===== src/hdl/adcrf_pkg.sv =====
package adcrf_pkg;
    // ----------------------------------------
    // Register offsets
    // ----------------------------------------
    localparam logic [3:0] ADDR_CTRL = 4'h0;
    localparam logic [3:0] ADDR_CFG = 4'h1;
    localparam logic [3:0] ADDR_POS_SEL = 4'h2;
    localparam logic [3:0] ADDR_NEG_SEL = 4'h3;
    localparam logic [3:0] ADDR_RES_HI = 4'h4;
    localparam logic [3:0] ADDR_RES_LO = 4'h5;
    localparam logic [3:0] ADDR_IRQ_STAT = 4'h6;
    localparam logic [3:0] ADDR_IRQ_MASK = 4'h7;
    localparam logic [3:0] ADDR_PORT_MODE = 4'h8;
    localparam logic [3:0] ADDR_PORT_SKIP = 4'h9;
    // ----------------------------------------
    // Control, config and interrupt register fields
    // ----------------------------------------
    localparam int CTRL_LJST_BIT = 0;
    localparam int CTRL_DONE_BIT = 5;
    localparam int CTRL_BUSY_BIT = 4;
    localparam int CTRL_EN_BIT = 7;
    localparam int CFG_DIV_LSB = 3;
    localparam int IRQ_DONE_BIT = 0;
    // ----------------------------------------
    // Reset values, selector codes and conversion sizes
    // ----------------------------------------
    localparam logic [7:0] CTRL_RESET = 8'h00;
    localparam logic [7:0] CFG_RESET = 8'hF8;
    localparam logic [7:0] PORT_MODE_RESET = 8'hFF;
    localparam logic [7:0] PORT_SKIP_RESET = 8'h00;
    localparam logic [4:0] NEG_SEL_GND = 5'h1F;
    localparam logic [4:0] NEG_SEL_VREF = 5'h1E;
    localparam logic [4:0] POS_SEL_TEMP = 5'h1E;
    localparam logic [4:0] POS_SEL_VDD = 5'h1F;
    localparam int SAR_CLOCKS_PER_CONV = 11;
    localparam int RES_BITS = 10;
    // ----------------------------------------
    // Sequencer states
    // ----------------------------------------
    typedef enum logic [1:0] {
        ADCRF_IDLE = 2'b00,
        ADCRF_CONV = 2'b01,
        ADCRF_DONE = 2'b11
    } adcrf_state_t;
endpackage


===== src/hdl/adcrf_res_if.sv =====
interface adcrf_res_if;
    logic done;
    logic [9:0] code;
    logic diff_mode;
    logic ljst;
    logic [15:0] packed_word;
    modport seq (output done, output code, input diff_mode, input ljst, input packed_word);
    modport pack (input code, input diff_mode, input ljst, output packed_word);
endinterface


===== src/hdl/adcrf_packer.sv =====
module adcrf_packer
    import adcrf_pkg::*;
(
    adcrf_res_if.pack res
);
    // ----------------------------------------
    // Justification and fill
    // ----------------------------------------
    always_comb begin
        if (res.ljst) begin
            res.packed_word = {res.code, 6'h00};
        end else if (res.diff_mode) begin
            res.packed_word = {{6{res.code[9]}}, res.code};
        end else begin
            res.packed_word = {6'h00, res.code};
        end
    end
endmodule


===== src/hdl/adcrf_sar_seq.sv =====
module adcrf_sar_seq
    import adcrf_pkg::*;
(
    input wire logic clk,
    input wire logic rst,
    input wire logic enable,
    input wire logic start,
    input wire logic [4:0] divider,
    input wire logic comp_in,
    output logic sar_clk_en,
    output logic [9:0] trial,
    output logic busy,
    adcrf_res_if.seq res
);
    adcrf_state_t state_q, state_d;
    logic [4:0] div_q, div_d;
    logic [3:0] bit_q, bit_d;
    logic [9:0] sar_q, sar_d;
    logic tick;

    assign tick = (div_q == divider);
    assign sar_clk_en = tick && (state_q == ADCRF_CONV);
    assign trial = sar_q | (10'h200 >> bit_q);
    assign busy = (state_q == ADCRF_CONV);
    assign res.code = sar_q;
    assign res.done = (state_q == ADCRF_DONE);

    // ----------------------------------------
    // Divider and successive approximation
    // ----------------------------------------
    always_comb begin
        state_d = state_q;
        div_d = tick ? 5'h00 : div_q + 5'h01;
        bit_d = bit_q;
        sar_d = sar_q;
        case (state_q)
            ADCRF_IDLE: begin
                div_d = 5'h00;
                if (enable && start) begin
                    state_d = ADCRF_CONV;
                    bit_d = 4'h0;
                    sar_d = 10'h000;
                end
            end
            ADCRF_CONV: begin
                if (!enable) begin
                    state_d = ADCRF_IDLE;
                end else if (tick) begin
                    if (comp_in) begin
                        sar_d = trial;
                    end
                    if (bit_q == 4'(RES_BITS - 1)) begin
                        state_d = ADCRF_DONE;
                    end else begin
                        bit_d = bit_q + 4'h1;
                    end
                end
            end
            default: begin
                state_d = ADCRF_IDLE;
            end
        endcase
    end

    always_ff @(posedge clk or posedge rst) begin
        if (rst) begin
            state_q <= ADCRF_IDLE;
            div_q <= 5'h00;
            bit_q <= 4'h0;
            sar_q <= 10'h000;
        end else begin
            state_q <= state_d;
            div_q <= div_d;
            bit_q <= bit_d;
            sar_q <= sar_d;
        end
    end
endmodule


===== src/hdl/adcrf_top.sv =====
// Function
// - Converter runs only while enable set
// - Positive and negative input selectors drive multiplexer
// - Ground negative input means single-ended mode
// - Result bytes written at conversion completion
// - Justify bit zero right, one left
// - Single-ended result is unsigned ten bits
// - Single-ended unused result bits are zero
// - Differential result is signed two's complement
// - Right-justified differential sign-extends high byte
// - Left-justified differential clears low bits
// - Mode bit zero analog, skip bit excludes
// - Busy falling edge sets done and interrupt; here only at completion, not when shutdown cuts a conversion
// - Conversion clock is system over divider+1
//
// Our own choices: the address-and-strobe port and the register offsets.
module adcrf_top
    import adcrf_pkg::*;
(
    // Clock and reset
    input wire logic CORE_CLK_IN,
    input wire logic RST_IN,
    // Register port
    input wire logic [3:0] REG_ADDR_IN,
    input wire logic [7:0] REG_WDATA_IN,
    input wire logic REG_WR_IN,
    input wire logic REG_RD_IN,
    output logic [7:0] REG_RDATA_OUT,
    // Analog core
    input wire logic COMP_IN,
    output logic [9:0] DAC_TRIAL_OUT,
    output logic SAR_CLK_EN_OUT,
    output logic ANALOG_PWR_OUT,
    output logic [4:0] POS_SEL_OUT,
    output logic [4:0] NEG_SEL_OUT,
    output logic DIFF_MODE_OUT,
    // Port pins
    output logic [7:0] PIN_ANALOG_OUT,
    output logic [7:0] PIN_XBAR_SKIP_OUT,
    // Interrupt
    output logic IRQ_OUT
);
    logic [7:0] ctrl_q, ctrl_d;
    logic [7:0] cfg_q, cfg_d;
    logic [4:0] pos_q, pos_d;
    logic [4:0] neg_q, neg_d;
    logic [15:0] result_q, result_d;
    logic done_flag_q, done_flag_d;
    logic irq_stat_q, irq_stat_d;
    logic irq_mask_q, irq_mask_d;
    logic [7:0] pmode_q, pmode_d;
    logic [7:0] pskip_q, pskip_d;
    logic [7:0] rdata_q, rdata_d;
    logic busy_prev_q, busy_prev_d;
    logic busy;
    logic busy_fall;
    logic start;
    logic wr_ctrl;
    logic wr_cfg;
    logic wr_pos;
    logic wr_neg;
    logic wr_mask;
    logic wr_pmode;
    logic wr_pskip;
    logic rd_stat;
    adcrf_res_if res_if ();

    // ----------------------------------------
    // Sequencer and packer
    // ----------------------------------------
    assign start = wr_ctrl && REG_WDATA_IN[CTRL_BUSY_BIT];

    adcrf_sar_seq u_seq (
        .clk(CORE_CLK_IN),
        .rst(RST_IN),
        .enable(ctrl_q[CTRL_EN_BIT]),
        .start(start),
        .divider(cfg_q[7:CFG_DIV_LSB]),
        .comp_in(COMP_IN),
        .sar_clk_en(SAR_CLK_EN_OUT),
        .trial(DAC_TRIAL_OUT),
        .busy(busy),
        .res(res_if)
    );

    adcrf_packer u_pack (
        .res(res_if)
    );

    assign res_if.diff_mode = (neg_q != NEG_SEL_GND);
    assign res_if.ljst = ctrl_q[CTRL_LJST_BIT];
    assign busy_fall = busy_prev_q && !busy && res_if.done;

    // ----------------------------------------
    // Outputs to analog core and pins
    // ----------------------------------------
    assign ANALOG_PWR_OUT = ctrl_q[CTRL_EN_BIT];
    assign POS_SEL_OUT = pos_q;
    assign NEG_SEL_OUT = neg_q;
    assign DIFF_MODE_OUT = res_if.diff_mode;
    assign PIN_ANALOG_OUT = ~pmode_q;
    assign PIN_XBAR_SKIP_OUT = pskip_q;
    assign REG_RDATA_OUT = rdata_q;
    assign IRQ_OUT = irq_stat_q && irq_mask_q;

    // ----------------------------------------
    // Write address decode
    // ----------------------------------------
    always_comb begin
        wr_ctrl = 1'b0;
        wr_cfg = 1'b0;
        wr_pos = 1'b0;
        wr_neg = 1'b0;
        wr_mask = 1'b0;
        wr_pmode = 1'b0;
        wr_pskip = 1'b0;
        if (REG_WR_IN) begin
            if (REG_ADDR_IN == ADDR_CTRL) begin
                wr_ctrl = 1'b1;
            end else if (REG_ADDR_IN == ADDR_CFG) begin
                wr_cfg = 1'b1;
            end else if (REG_ADDR_IN == ADDR_POS_SEL) begin
                wr_pos = 1'b1;
            end else if (REG_ADDR_IN == ADDR_NEG_SEL) begin
                wr_neg = 1'b1;
            end else if (REG_ADDR_IN == ADDR_IRQ_MASK) begin
                wr_mask = 1'b1;
            end else if (REG_ADDR_IN == ADDR_PORT_MODE) begin
                wr_pmode = 1'b1;
            end else if (REG_ADDR_IN == ADDR_PORT_SKIP) begin
                wr_pskip = 1'b1;
            end
        end
    end

    assign rd_stat = REG_RD_IN && (REG_ADDR_IN == ADDR_IRQ_STAT);

    // ----------------------------------------
    // Control register and done flag
    // ----------------------------------------
    always_comb begin
        ctrl_d = ctrl_q;
        done_flag_d = done_flag_q;
        if (wr_ctrl) begin
            ctrl_d = REG_WDATA_IN & 8'h81;
            done_flag_d = REG_WDATA_IN[CTRL_DONE_BIT];
        end
        if (busy_fall) begin
            done_flag_d = 1'b1;
        end
    end

    always_ff @(posedge CORE_CLK_IN or posedge RST_IN) begin
        if (RST_IN) begin
            ctrl_q <= CTRL_RESET;
            done_flag_q <= 1'b0;
        end else begin
            ctrl_q <= ctrl_d;
            done_flag_q <= done_flag_d;
        end
    end

    // ----------------------------------------
    // Divider and input selectors
    // ----------------------------------------
    always_comb begin
        cfg_d = cfg_q;
        pos_d = pos_q;
        neg_d = neg_q;
        if (wr_cfg) begin
            cfg_d = {REG_WDATA_IN[7:CFG_DIV_LSB], 3'h0};
        end
        if (wr_pos) begin
            pos_d = REG_WDATA_IN[4:0];
        end
        if (wr_neg) begin
            neg_d = REG_WDATA_IN[4:0];
        end
    end

    always_ff @(posedge CORE_CLK_IN or posedge RST_IN) begin
        if (RST_IN) begin
            cfg_q <= CFG_RESET;
            pos_q <= 5'h00;
            neg_q <= 5'h00;
        end else begin
            cfg_q <= cfg_d;
            pos_q <= pos_d;
            neg_q <= neg_d;
        end
    end

    // ----------------------------------------
    // Port pin mode and skip
    // ----------------------------------------
    always_comb begin
        pmode_d = pmode_q;
        pskip_d = pskip_q;
        if (wr_pmode) begin
            pmode_d = REG_WDATA_IN;
        end
        if (wr_pskip) begin
            pskip_d = REG_WDATA_IN;
        end
    end

    always_ff @(posedge CORE_CLK_IN or posedge RST_IN) begin
        if (RST_IN) begin
            pmode_q <= PORT_MODE_RESET;
            pskip_q <= PORT_SKIP_RESET;
        end else begin
            pmode_q <= pmode_d;
            pskip_q <= pskip_d;
        end
    end

    // ----------------------------------------
    // Interrupt status and mask
    // ----------------------------------------
    always_comb begin
        irq_stat_d = irq_stat_q;
        irq_mask_d = irq_mask_q;
        if (wr_mask) begin
            irq_mask_d = REG_WDATA_IN[IRQ_DONE_BIT];
        end
        if (rd_stat) begin
            irq_stat_d = 1'b0;
        end
        // Completion wins over a clearing read
        if (busy_fall) begin
            irq_stat_d = 1'b1;
        end
    end

    always_ff @(posedge CORE_CLK_IN or posedge RST_IN) begin
        if (RST_IN) begin
            irq_stat_q <= 1'b0;
            irq_mask_q <= 1'b0;
        end else begin
            irq_stat_q <= irq_stat_d;
            irq_mask_q <= irq_mask_d;
        end
    end

    // ----------------------------------------
    // Result capture
    // ----------------------------------------
    always_comb begin
        result_d = result_q;
        busy_prev_d = busy;
        if (busy_fall) begin
            result_d = res_if.packed_word;
        end
    end

    always_ff @(posedge CORE_CLK_IN or posedge RST_IN) begin
        if (RST_IN) begin
            result_q <= 16'h0000;
            busy_prev_q <= 1'b0;
        end else begin
            result_q <= result_d;
            busy_prev_q <= busy_prev_d;
        end
    end

    // ----------------------------------------
    // Read data
    // ----------------------------------------
    always_comb begin
        rdata_d = 8'h00;
        if (REG_RD_IN) begin
            if (REG_ADDR_IN == ADDR_CTRL) begin
                rdata_d = ctrl_q;
                rdata_d[CTRL_BUSY_BIT] = busy;
                rdata_d[CTRL_DONE_BIT] = done_flag_q;
            end else if (REG_ADDR_IN == ADDR_CFG) begin
                rdata_d = cfg_q;
            end else if (REG_ADDR_IN == ADDR_POS_SEL) begin
                rdata_d = {3'b000, pos_q};
            end else if (REG_ADDR_IN == ADDR_NEG_SEL) begin
                rdata_d = {3'b000, neg_q};
            end else if (REG_ADDR_IN == ADDR_RES_HI) begin
                rdata_d = result_q[15:8];
            end else if (REG_ADDR_IN == ADDR_RES_LO) begin
                rdata_d = result_q[7:0];
            end else if (REG_ADDR_IN == ADDR_IRQ_STAT) begin
                rdata_d = {7'h00, irq_stat_q};
            end else if (REG_ADDR_IN == ADDR_IRQ_MASK) begin
                rdata_d = {7'h00, irq_mask_q};
            end else if (REG_ADDR_IN == ADDR_PORT_MODE) begin
                rdata_d = pmode_q;
            end else if (REG_ADDR_IN == ADDR_PORT_SKIP) begin
                rdata_d = pskip_q;
            end
        end
    end

    always_ff @(posedge CORE_CLK_IN or posedge RST_IN) begin
        if (RST_IN) begin
            rdata_q <= 8'h00;
        end else begin
            rdata_q <= rdata_d;
        end
    end
endmodule


===== config.mk =====
export PLATFORM = sky130hd
export DESIGN_NAME = adcrf_top
export DESIGN_NICKNAME = d
export VERILOG_FILES = /design/src/hdl/adcrf_pkg.sv /design/src/hdl/adcrf_res_if.sv /design/src/hdl/adcrf_packer.sv /design/src/hdl/adcrf_sar_seq.sv /design/src/hdl/adcrf_top.sv
export SDC_FILE = /design/constraint.sdc
export NUM_CORES = 1
export LEC_CHECK = 0
export BUFFER_PORTS_ARGS = -buffer_cell sky130_fd_sc_hd__clkbuf_2
export CAP_MARGIN = 10
export CORE_ASPECT_RATIO = 1.4
export CORE_MARGIN = 2
export CORE_UTILIZATION = 57
export CTS_CLUSTER_DIAMETER = 50
export DETAILED_ROUTE_END_ITERATION = 7
export HOLD_SLACK_MARGIN = 0.08
export PLACE_DENSITY = 0.88
export SLEW_MARGIN = 20
export SYNTH_ARGS = -nofsm -noshare
export SYNTH_HDL_FRONTEND = slang
export SYNTH_SLANG_ARGS = --single-unit

===== constraint.sdc =====
create_clock -name CORE_CLK_IN -period 3.1 [get_ports CORE_CLK_IN]
set_clock_uncertainty 0.05 [all_clocks]
set_input_delay 0.155 -clock CORE_CLK_IN [delete_from_list [all_inputs] [get_ports CORE_CLK_IN]]
set_output_delay 0.155 -clock CORE_CLK_IN [all_outputs]
set_load 0.1 [all_outputs]

==> reports/metrics.yaml, run 1 <==
clock_network:
  cts_setup_buffers: 0
  cts_buffers: 9
  clock_latency_ps: 360
  htree_levels: 3
  clk_pin_slew_ps: 80
  clock_path_buffers: 2
  ctsHoldBuffers: 9
  cts_resized: 0
  cts_root_buf: "clkbuf_8"
  cts_tree: "yes"
  clock_sinks: 82
worst_setup_path:
  critPathSlowestCell: "dfstp_2"
  reg2reg_setup_slack_ps: 1220
  crit_cells: 4
  arrival_ps: 1970
  cp-end-kind: "output pin"
  crit_required_ps: 2890
  start_kind: "flop"
  crit_type: "reg -> out"
  worstReg2RegStart: "u_seq.state_q[1]$_DFFE_PP0P_"
  crit_start: "cfg_q[4]$_DFFE_PP1P_"
  endpoint: "SAR_CLK_EN_OUT"
  r2r-end: "u_seq.res.code[6]$_DFFE_PP0P_"
  cp_cell_sequence: "xor2_1, nor3_4, and3_1, clkbuf_2"
  crit_buf_inv: 1
  cp_max_fo: 4
  critPathMaxStageDelay_ps: 580
  r2r_cells: 5
  critPathTopFamily: "flip-flops"
routing:
  drc: 0
  vias: 3500
  dr.pass1.iters: 5
  routedWlPerCell_um: 16.80
  drtIter0Drc: 405
  via_per_inst: 5.863
  wirelength_um: 10030
  drtAntennaViolNets: 0
timing:
  fin_crit_ps: 2180
  finalHoldViolCount: 0
  fin_setup_tns_ps: 0
  period_share: 0.7032
  setup-violations-final: 0
  relSlewSlack: 0.4691
  slew_violations: 0
  rsz0062_at_grt: "false"
  worstMarginPinSlew_ps: 796.4
  fin_ws_ps: 920.2
  fmax_mhz: 458.8
pwr:
  p_sw_mw: 1.491
  p_sw_frac: 0.4550
  intPower_mw: 1.786
  pwr-share-clk: 0.215
  power_frac_comb: 0.369
  finalPower_mw: 3.276
  power_density_mw_per_mm2: 678.5
  p_leak_nw: 2.310
  peakVddDrop_uv: 365.2
  pwr-share-seq: 0.415
logic_synthesis:
  synth-edff-count: 0
  synthSimpleGateAreaFrac: 0.2002
  synth_compound_area_frac: 0.1325
  synth_mux_area_frac: 0.09218
  synth_ff_type: "dfrtp_1"
  synth_fa_ha_area_frac: 0.02088
  synth_xor_xnor_area_share: 0.01671
  netlist-cell-type-count: 59
  synthArstFlopShare: 1.000
  syn_avg_cell_area_um2: 9.776
  synth_top_family_by_area: "simple AND/OR/NAND/NOR gates"
  synth_seq_cells: 82
  synthCells: 429
  synth_area_mm2: 0.004194
  syn_nets: 453
  seq_area_frac_synth: 0.4931
  ys_warn_count: 0
cells_and_area:
  stdcell_count: 597
  syn_to_final_growth_pct: 15.13
  fin_area_mm2: 0.004828
  final_cell_mix: "69 x dfrtp_1, 64 x clkbuf_2, 60 x nand2_1"
  final_layout_size_suffix_gt1_frac: 0.2420
  final_common_cell: "dfrtp_1"
  fin_nets: 519
  num_antenna_cells: 0
global_route:
  antenna_found_initial: 0
  grt_overflow: 0
  grt_first_pass_wirelength_um: 16520
  first_global_vias: 3388
  grt_max_degree: 69
  grt_usage: 0.2613
floorplan:
  num_io_pins: 65
  dieArea_mm2: 0.008070
  rows: 37
  start_util: 0.5807
  dieHeight_um: 105.5
  coreArea_mm2: 0.007222
  die_x_um: 76.50
outcome:
  outcome: "finished clean"
place:
  dpl_cell_area_mm2: 0.004556
  io_buffers: 64
  dpl_worst_slack_ps: 1105
  dp_cells: 572
  gp_congestion: 0.9151
  dp_hpwl_um: 7289
hold_path:
  hp-class: "in -> reg"
job:
  cap_violations: 0
[state kept, by name (all words and copies together) (netlist names), 2 cells and up]
| name | flops |
|---|---|
| u_seq.bit_q | 4 |
| u_seq.res.code | 10 |
| PIN_XBAR_SKIP_OUT | 8 |
| cfg_q | 5 |
| REG_RDATA_OUT | 8 |
| NEG_SEL_OUT | 5 |
| result_q | 16 |
| u_seq.div_q | 5 |
| ctrl_q | 2 |
| u_seq.state_q | 2 |
| POS_SEL_OUT | 5 |
| pmode_q | 8 |
[cell usage after synthesis, drive strengths merged, types with 12 or more instances]
master   n  area [µm²]
a21oi   20       103.9
buf     17       96.34
dfrtp   69        1727
dfstp   13       341.6
inv     18       67.56
mux2    27       304.0
nand2   60       225.2
nand3   27       145.1
nor2    29       121.4
nor2b   12       75.07
o21ai   35       175.2
[through the flow]
stage,hold WS (ps),util
3_5_place_dp,348.7,0.6308
2_1_floorplan,198.9,-
5_1_grt,117.5,0.6686
6_report,114.2,0.6686
3_3_place_gp,326.9,0.6308
4_1_cts,105.2,0.6684
[layout make-up]
type	instances	area (µm²)
sequential	82	2068
timing repair buffer	78	447.9
fill	570	2394
clock inverter	4	26.28
clock buffer	12	155.1
inverter	18	70.07
multi-input combinational	306	1939
tap	97	121.4
[worst min path at each step]
stage,end,cells after the start,slack [ps],startpoint
2_1_floorplan,pmode_q[0]$_DFFE_PP1P_,2,200,REG_WDATA_IN[0]
3_3_place_gp,pmode_q[1]$_DFFE_PP1P_,3,330,REG_WDATA_IN[1]
3_5_place_dp,pmode_q[6]$_DFFE_PP1P_,3,350,REG_WDATA_IN[6]
4_1_cts,REG_RDATA_OUT[1]$_DFF_PP0_,2,110,REG_RD_IN
5_1_grt,REG_RDATA_OUT[1]$_DFF_PP0_,2,120,REG_RD_IN
6_report,REG_RDATA_OUT[1]$_DFF_PP0_,2,110,REG_RD_IN
[power groups by stage]
| stage | clock network, mW | logic (mW) | registers [mW] |
|---|---|---|---|
| 6_report | 0.705 | 1.21 | 1.36 |
| 5_1_grt | 0.761 | 1.26 | 1.38 |
| 4_1_cts | 0.717 | 1.21 | 1.36 |
| 3_5_place_dp | 0 | 1.20 | 1.38 |
| 3_3_place_gp | 0 | 1.18 | 1.37 |
| 2_1_floorplan | 0 | 0.573 | 1.78 |
[cell families after synthesis]
group                      count (synthesis)
DFF                                       82
and+or+nand+nor                          167
buffers and inverters                     41
adders and majority gates                  7
muxes                                     34
AOI/OAI and AO/OA                         90
xor gates and xnor gates                   8
[per-layer routing]
| metal | part of all wire | routed length, µm | GRT usage |
|---|---|---|---|
| met3 | 0.052 | 524 | 0.03082 |
| met2 | 0.52 | 5231 | 0.4551 |
| met5 | 0 | 0 | 0 |
| met4 | 0.026 | 262 | 0.1273 |
| met1 | 0.40 | 4012 | 0.3220 |
(Power assumes the default switching activity.)
==> inputs of run 2 (changes only) <==
- ABC_AREA: not set -> 1
- CORE_UTILIZATION: 57 -> 51
- PLACE_DENSITY: 0.88 -> 0.84
- clock period: 3.1 -> 2 ns (I/O delays scaled with it)
==> reports/metrics.yaml, run 2 <==
global_route:
  grt_usage: 0.2483
  met2_usage: 0.4061
  antenna_found_initial: 0
  grt_max_degree: 34
  grtUsageMet3: 0.04723
  grt_first_pass_wirelength_um: 17150
  first_global_vias: 3596
  met1_usage: 0.3030
  grt_overflow: 0
  grt_busiest_layer: "met2"
routing:
  vias: 3701
  via_per_inst: 5.403
  drtAntennaViolNets: 0
  dr.pass1.iters: 5
  drc: 0
  drtIter0Drc: 217
  routedWlPerCell_um: 15.03
  wirelength_um: 10300
place:
  dp_cells: 659
  dp_hpwl_um: 7687
  io_buffers: 64
  gp_congestion: 0.9796
clock_network:
  cts_root_buf: "clkbuf_8"
  clock_path_buffers: 2
  clock_sinks: 82
  htree_levels: 3
  clk_pin_slew_ps: 80
  clock_latency_ps: 360
  cts_tree: "yes"
  cts_setup_buffers: 0
  cts_buffers: 9
logic_synthesis:
  synthArstFlopShare: 1.000
  synth_area_leaders: "dfrtp_1 42%, nand2_1 12%, dfstp_2 8.2%, o21ai_0 7.2%, inv_1 6.1%"
  yosys.area.top_type: "dfrtp_1"
  yosys-top-cells-count: "134 x nand2_1, 69 x dfrtp_1, 67 x inv_1"
  yosysMostFrequentCell: "nand2_1"
  synth_seq_cells: 82
  netlist-cell-type-count: 42
  synth_ff_type: "dfrtp_1"
  seq_area_frac_synth: 0.4988
  syn_avg_cell_area_um2: 8.293
  synth_top_area_frac: 0.4164
  ys_warn_count: 0
  synthCells: 500
  syn_nets: 524
  synth_area_mm2: 0.004146
  synth-edff-count: 0
cells_and_area:
  final_layout_size_suffix_gt1_frac: 0.2410
  num_antenna_cells: 0
  syn_to_final_growth_pct: 20.94
  fin_nets: 604
  top_register: "result_q"
  stdcell_count: 685
  final_cell_mix: "134 x nand2_1, 66 x inv_1, 64 x dfrtp_1"
  fin_util: 0.6392
  final_common_cell: "nand2_1"
  largest_reg_flops: 16
timing:
  setup-violations-final: 0
  worstMarginPinSlew_ps: 551.5
  fin_crit_ps: 1913
  slew_violations: 0
  fmax_mhz: 522.8
  finalHoldViolCount: 0
  period_share: 0.9563
  relSlewSlack: 0.6313
pwr:
  pwr-share-seq: 0.358
  pwr-share-clk: 0.197
  power_frac_comb: 0.445
  p_sw_frac: 0.4979
  power_density_mw_per_mm2: 1250
  intPower_mw: 3.148
  p_leak_nw: 2.466
  p_sw_mw: 3.121
  finalPower_mw: 6.269
  peakVddDrop_uv: 1210
hold_path:
  hp-class: "in -> reg"
worst_setup_path:
  crit_required_ps: 1850
  crit_type: "reg -> out"
  start_kind: "flop"
  crit_buf_inv: 2
  critPathMaxStageDelay_ps: 440
  cp_cell_sequence: "inv_1, ha_1, nand3_1, nand2_1, buf_2"
  arrival_ps: 1760
  cp-end-kind: "output pin"
  critPathSlowestCell: "dfrtp_1"
  cp_max_fo: 5
  critPathTopFamily: "buffers and inverters"
outcome:
  outcome: "finished clean"
job:
  cap_violations: 0
floorplan:
  num_io_pins: 65
  start_util: 0.5285
  rows: 38
  dieHeight_um: 110.7
  dieArea_mm2: 0.008878
  die_x_um: 80.21
  coreArea_mm2: 0.007845
[run 2: cell types whose count changed after synthesis, moves of 12 or more]
cell	change
o21ai_1	-21
nor2b_1	-12
mux2_2	-12
o21ai_0	+46
nand2_1	+74
inv_1	+50
mux2_1	-15
[run 2: cell type report]
cell class                      count  area (µm²)
Tap cell                          100       125.1
Clock inverter                      5       52.55
Sequential cell                    82        2074
Clock buffer                       11       151.4
Timing Repair Buffer               82       544.3
Fill cell                         652        2830
Multi-Input combinational cell    336        1804
Inverter                           69       262.8
[run 2: path summary, 6_finish.rpt]
path                                       startpoint                             to  slack, ps  cells after the start
hold / removal                         REG_ADDR_IN[3]        done_flag_q$_DFFE_PP0P_        150                      5
max in group asynchronous                      RST_IN       u_seq.div_q[4]$_DFF_PP0_        850                      5
setup reg to reg                 cfg_q[4]$_DFFE_PP1P_  u_seq.res.code[2]$_DFFE_PP0P_        240                      9
min in group asynchronous                      RST_IN     REG_RDATA_OUT[1]$_DFF_PP0_        270                      3
hold reg to reg                pmode_q[5]$_DFFE_PP1P_         pmode_q[5]$_DFFE_PP1P_        450                      2
setup / recovery           u_seq.bit_q[1]$_DFFE_PP0P_               DAC_TRIAL_OUT[0]         90                      5
[run 2: routing by layer]
layer,share of wire,vias up
li1,-,1787
met5,0,-
met4,0.044,0
met1,0.40,1731
met3,0.060,30
met2,0.50,153
[run 2: what timing repair did]
item / in CTS / in global routing
pin swaps: 0 / 1
gates resized for setup: 1 / 18
hold endpoints to repair: 56 / 0
setup endpoints to repair: 1 / 23
hold buffers: 10 / 0
[run 2: tightest hold or removal path, stage by stage]
cell and delay [ps]:
clkbuf_2 100, nor2_1 60, nand2_4 100, o21ai_0 90, nand3_1 70
[run 2: kinds of logic after synthesis]
logic type	count (synthesis)	synth area share
AND/OR/NAND/NOR	211	0.2266
XOR/XNOR	5	0.01056
buffers and inverters	82	0.07845
adder cells (fa/ha/maj)	7	0.02112
flip-flops	82	0.4988
AO/OA/AOI/OAI	113	0.1645
[run 2: per-stage QoR]
stage / setup slack [ps] / hold WS (ps) / area [µm²] / TNS [ps]
finish: 87.31 / 150.3 / 5015 / 0
CTS: 5.597 / 128.9 / 4980 / 0
detailed placement: 106.6 / 115.6 / 4673 / 0
global placement: 197.1 / 104.9 / 4673 / 0
floorplan: -630.8 / 153.9 / 4187 / -5360
global route: -6.094 / 186.2 / 5015 / -6.094
[run 2: power groups by stage]
stage | sequential, mW | combinational (mW) | clock, mW
final | 2.24 | 2.79 | 1.23
after global routing | 2.28 | 2.96 | 1.33
after CTS | 2.24 | 2.75 | 1.25
after detailed placement | 2.27 | 2.72 | 0
after global placement | 2.25 | 2.69 | 0
after floorplan | 2.82 | 1.65 | 0
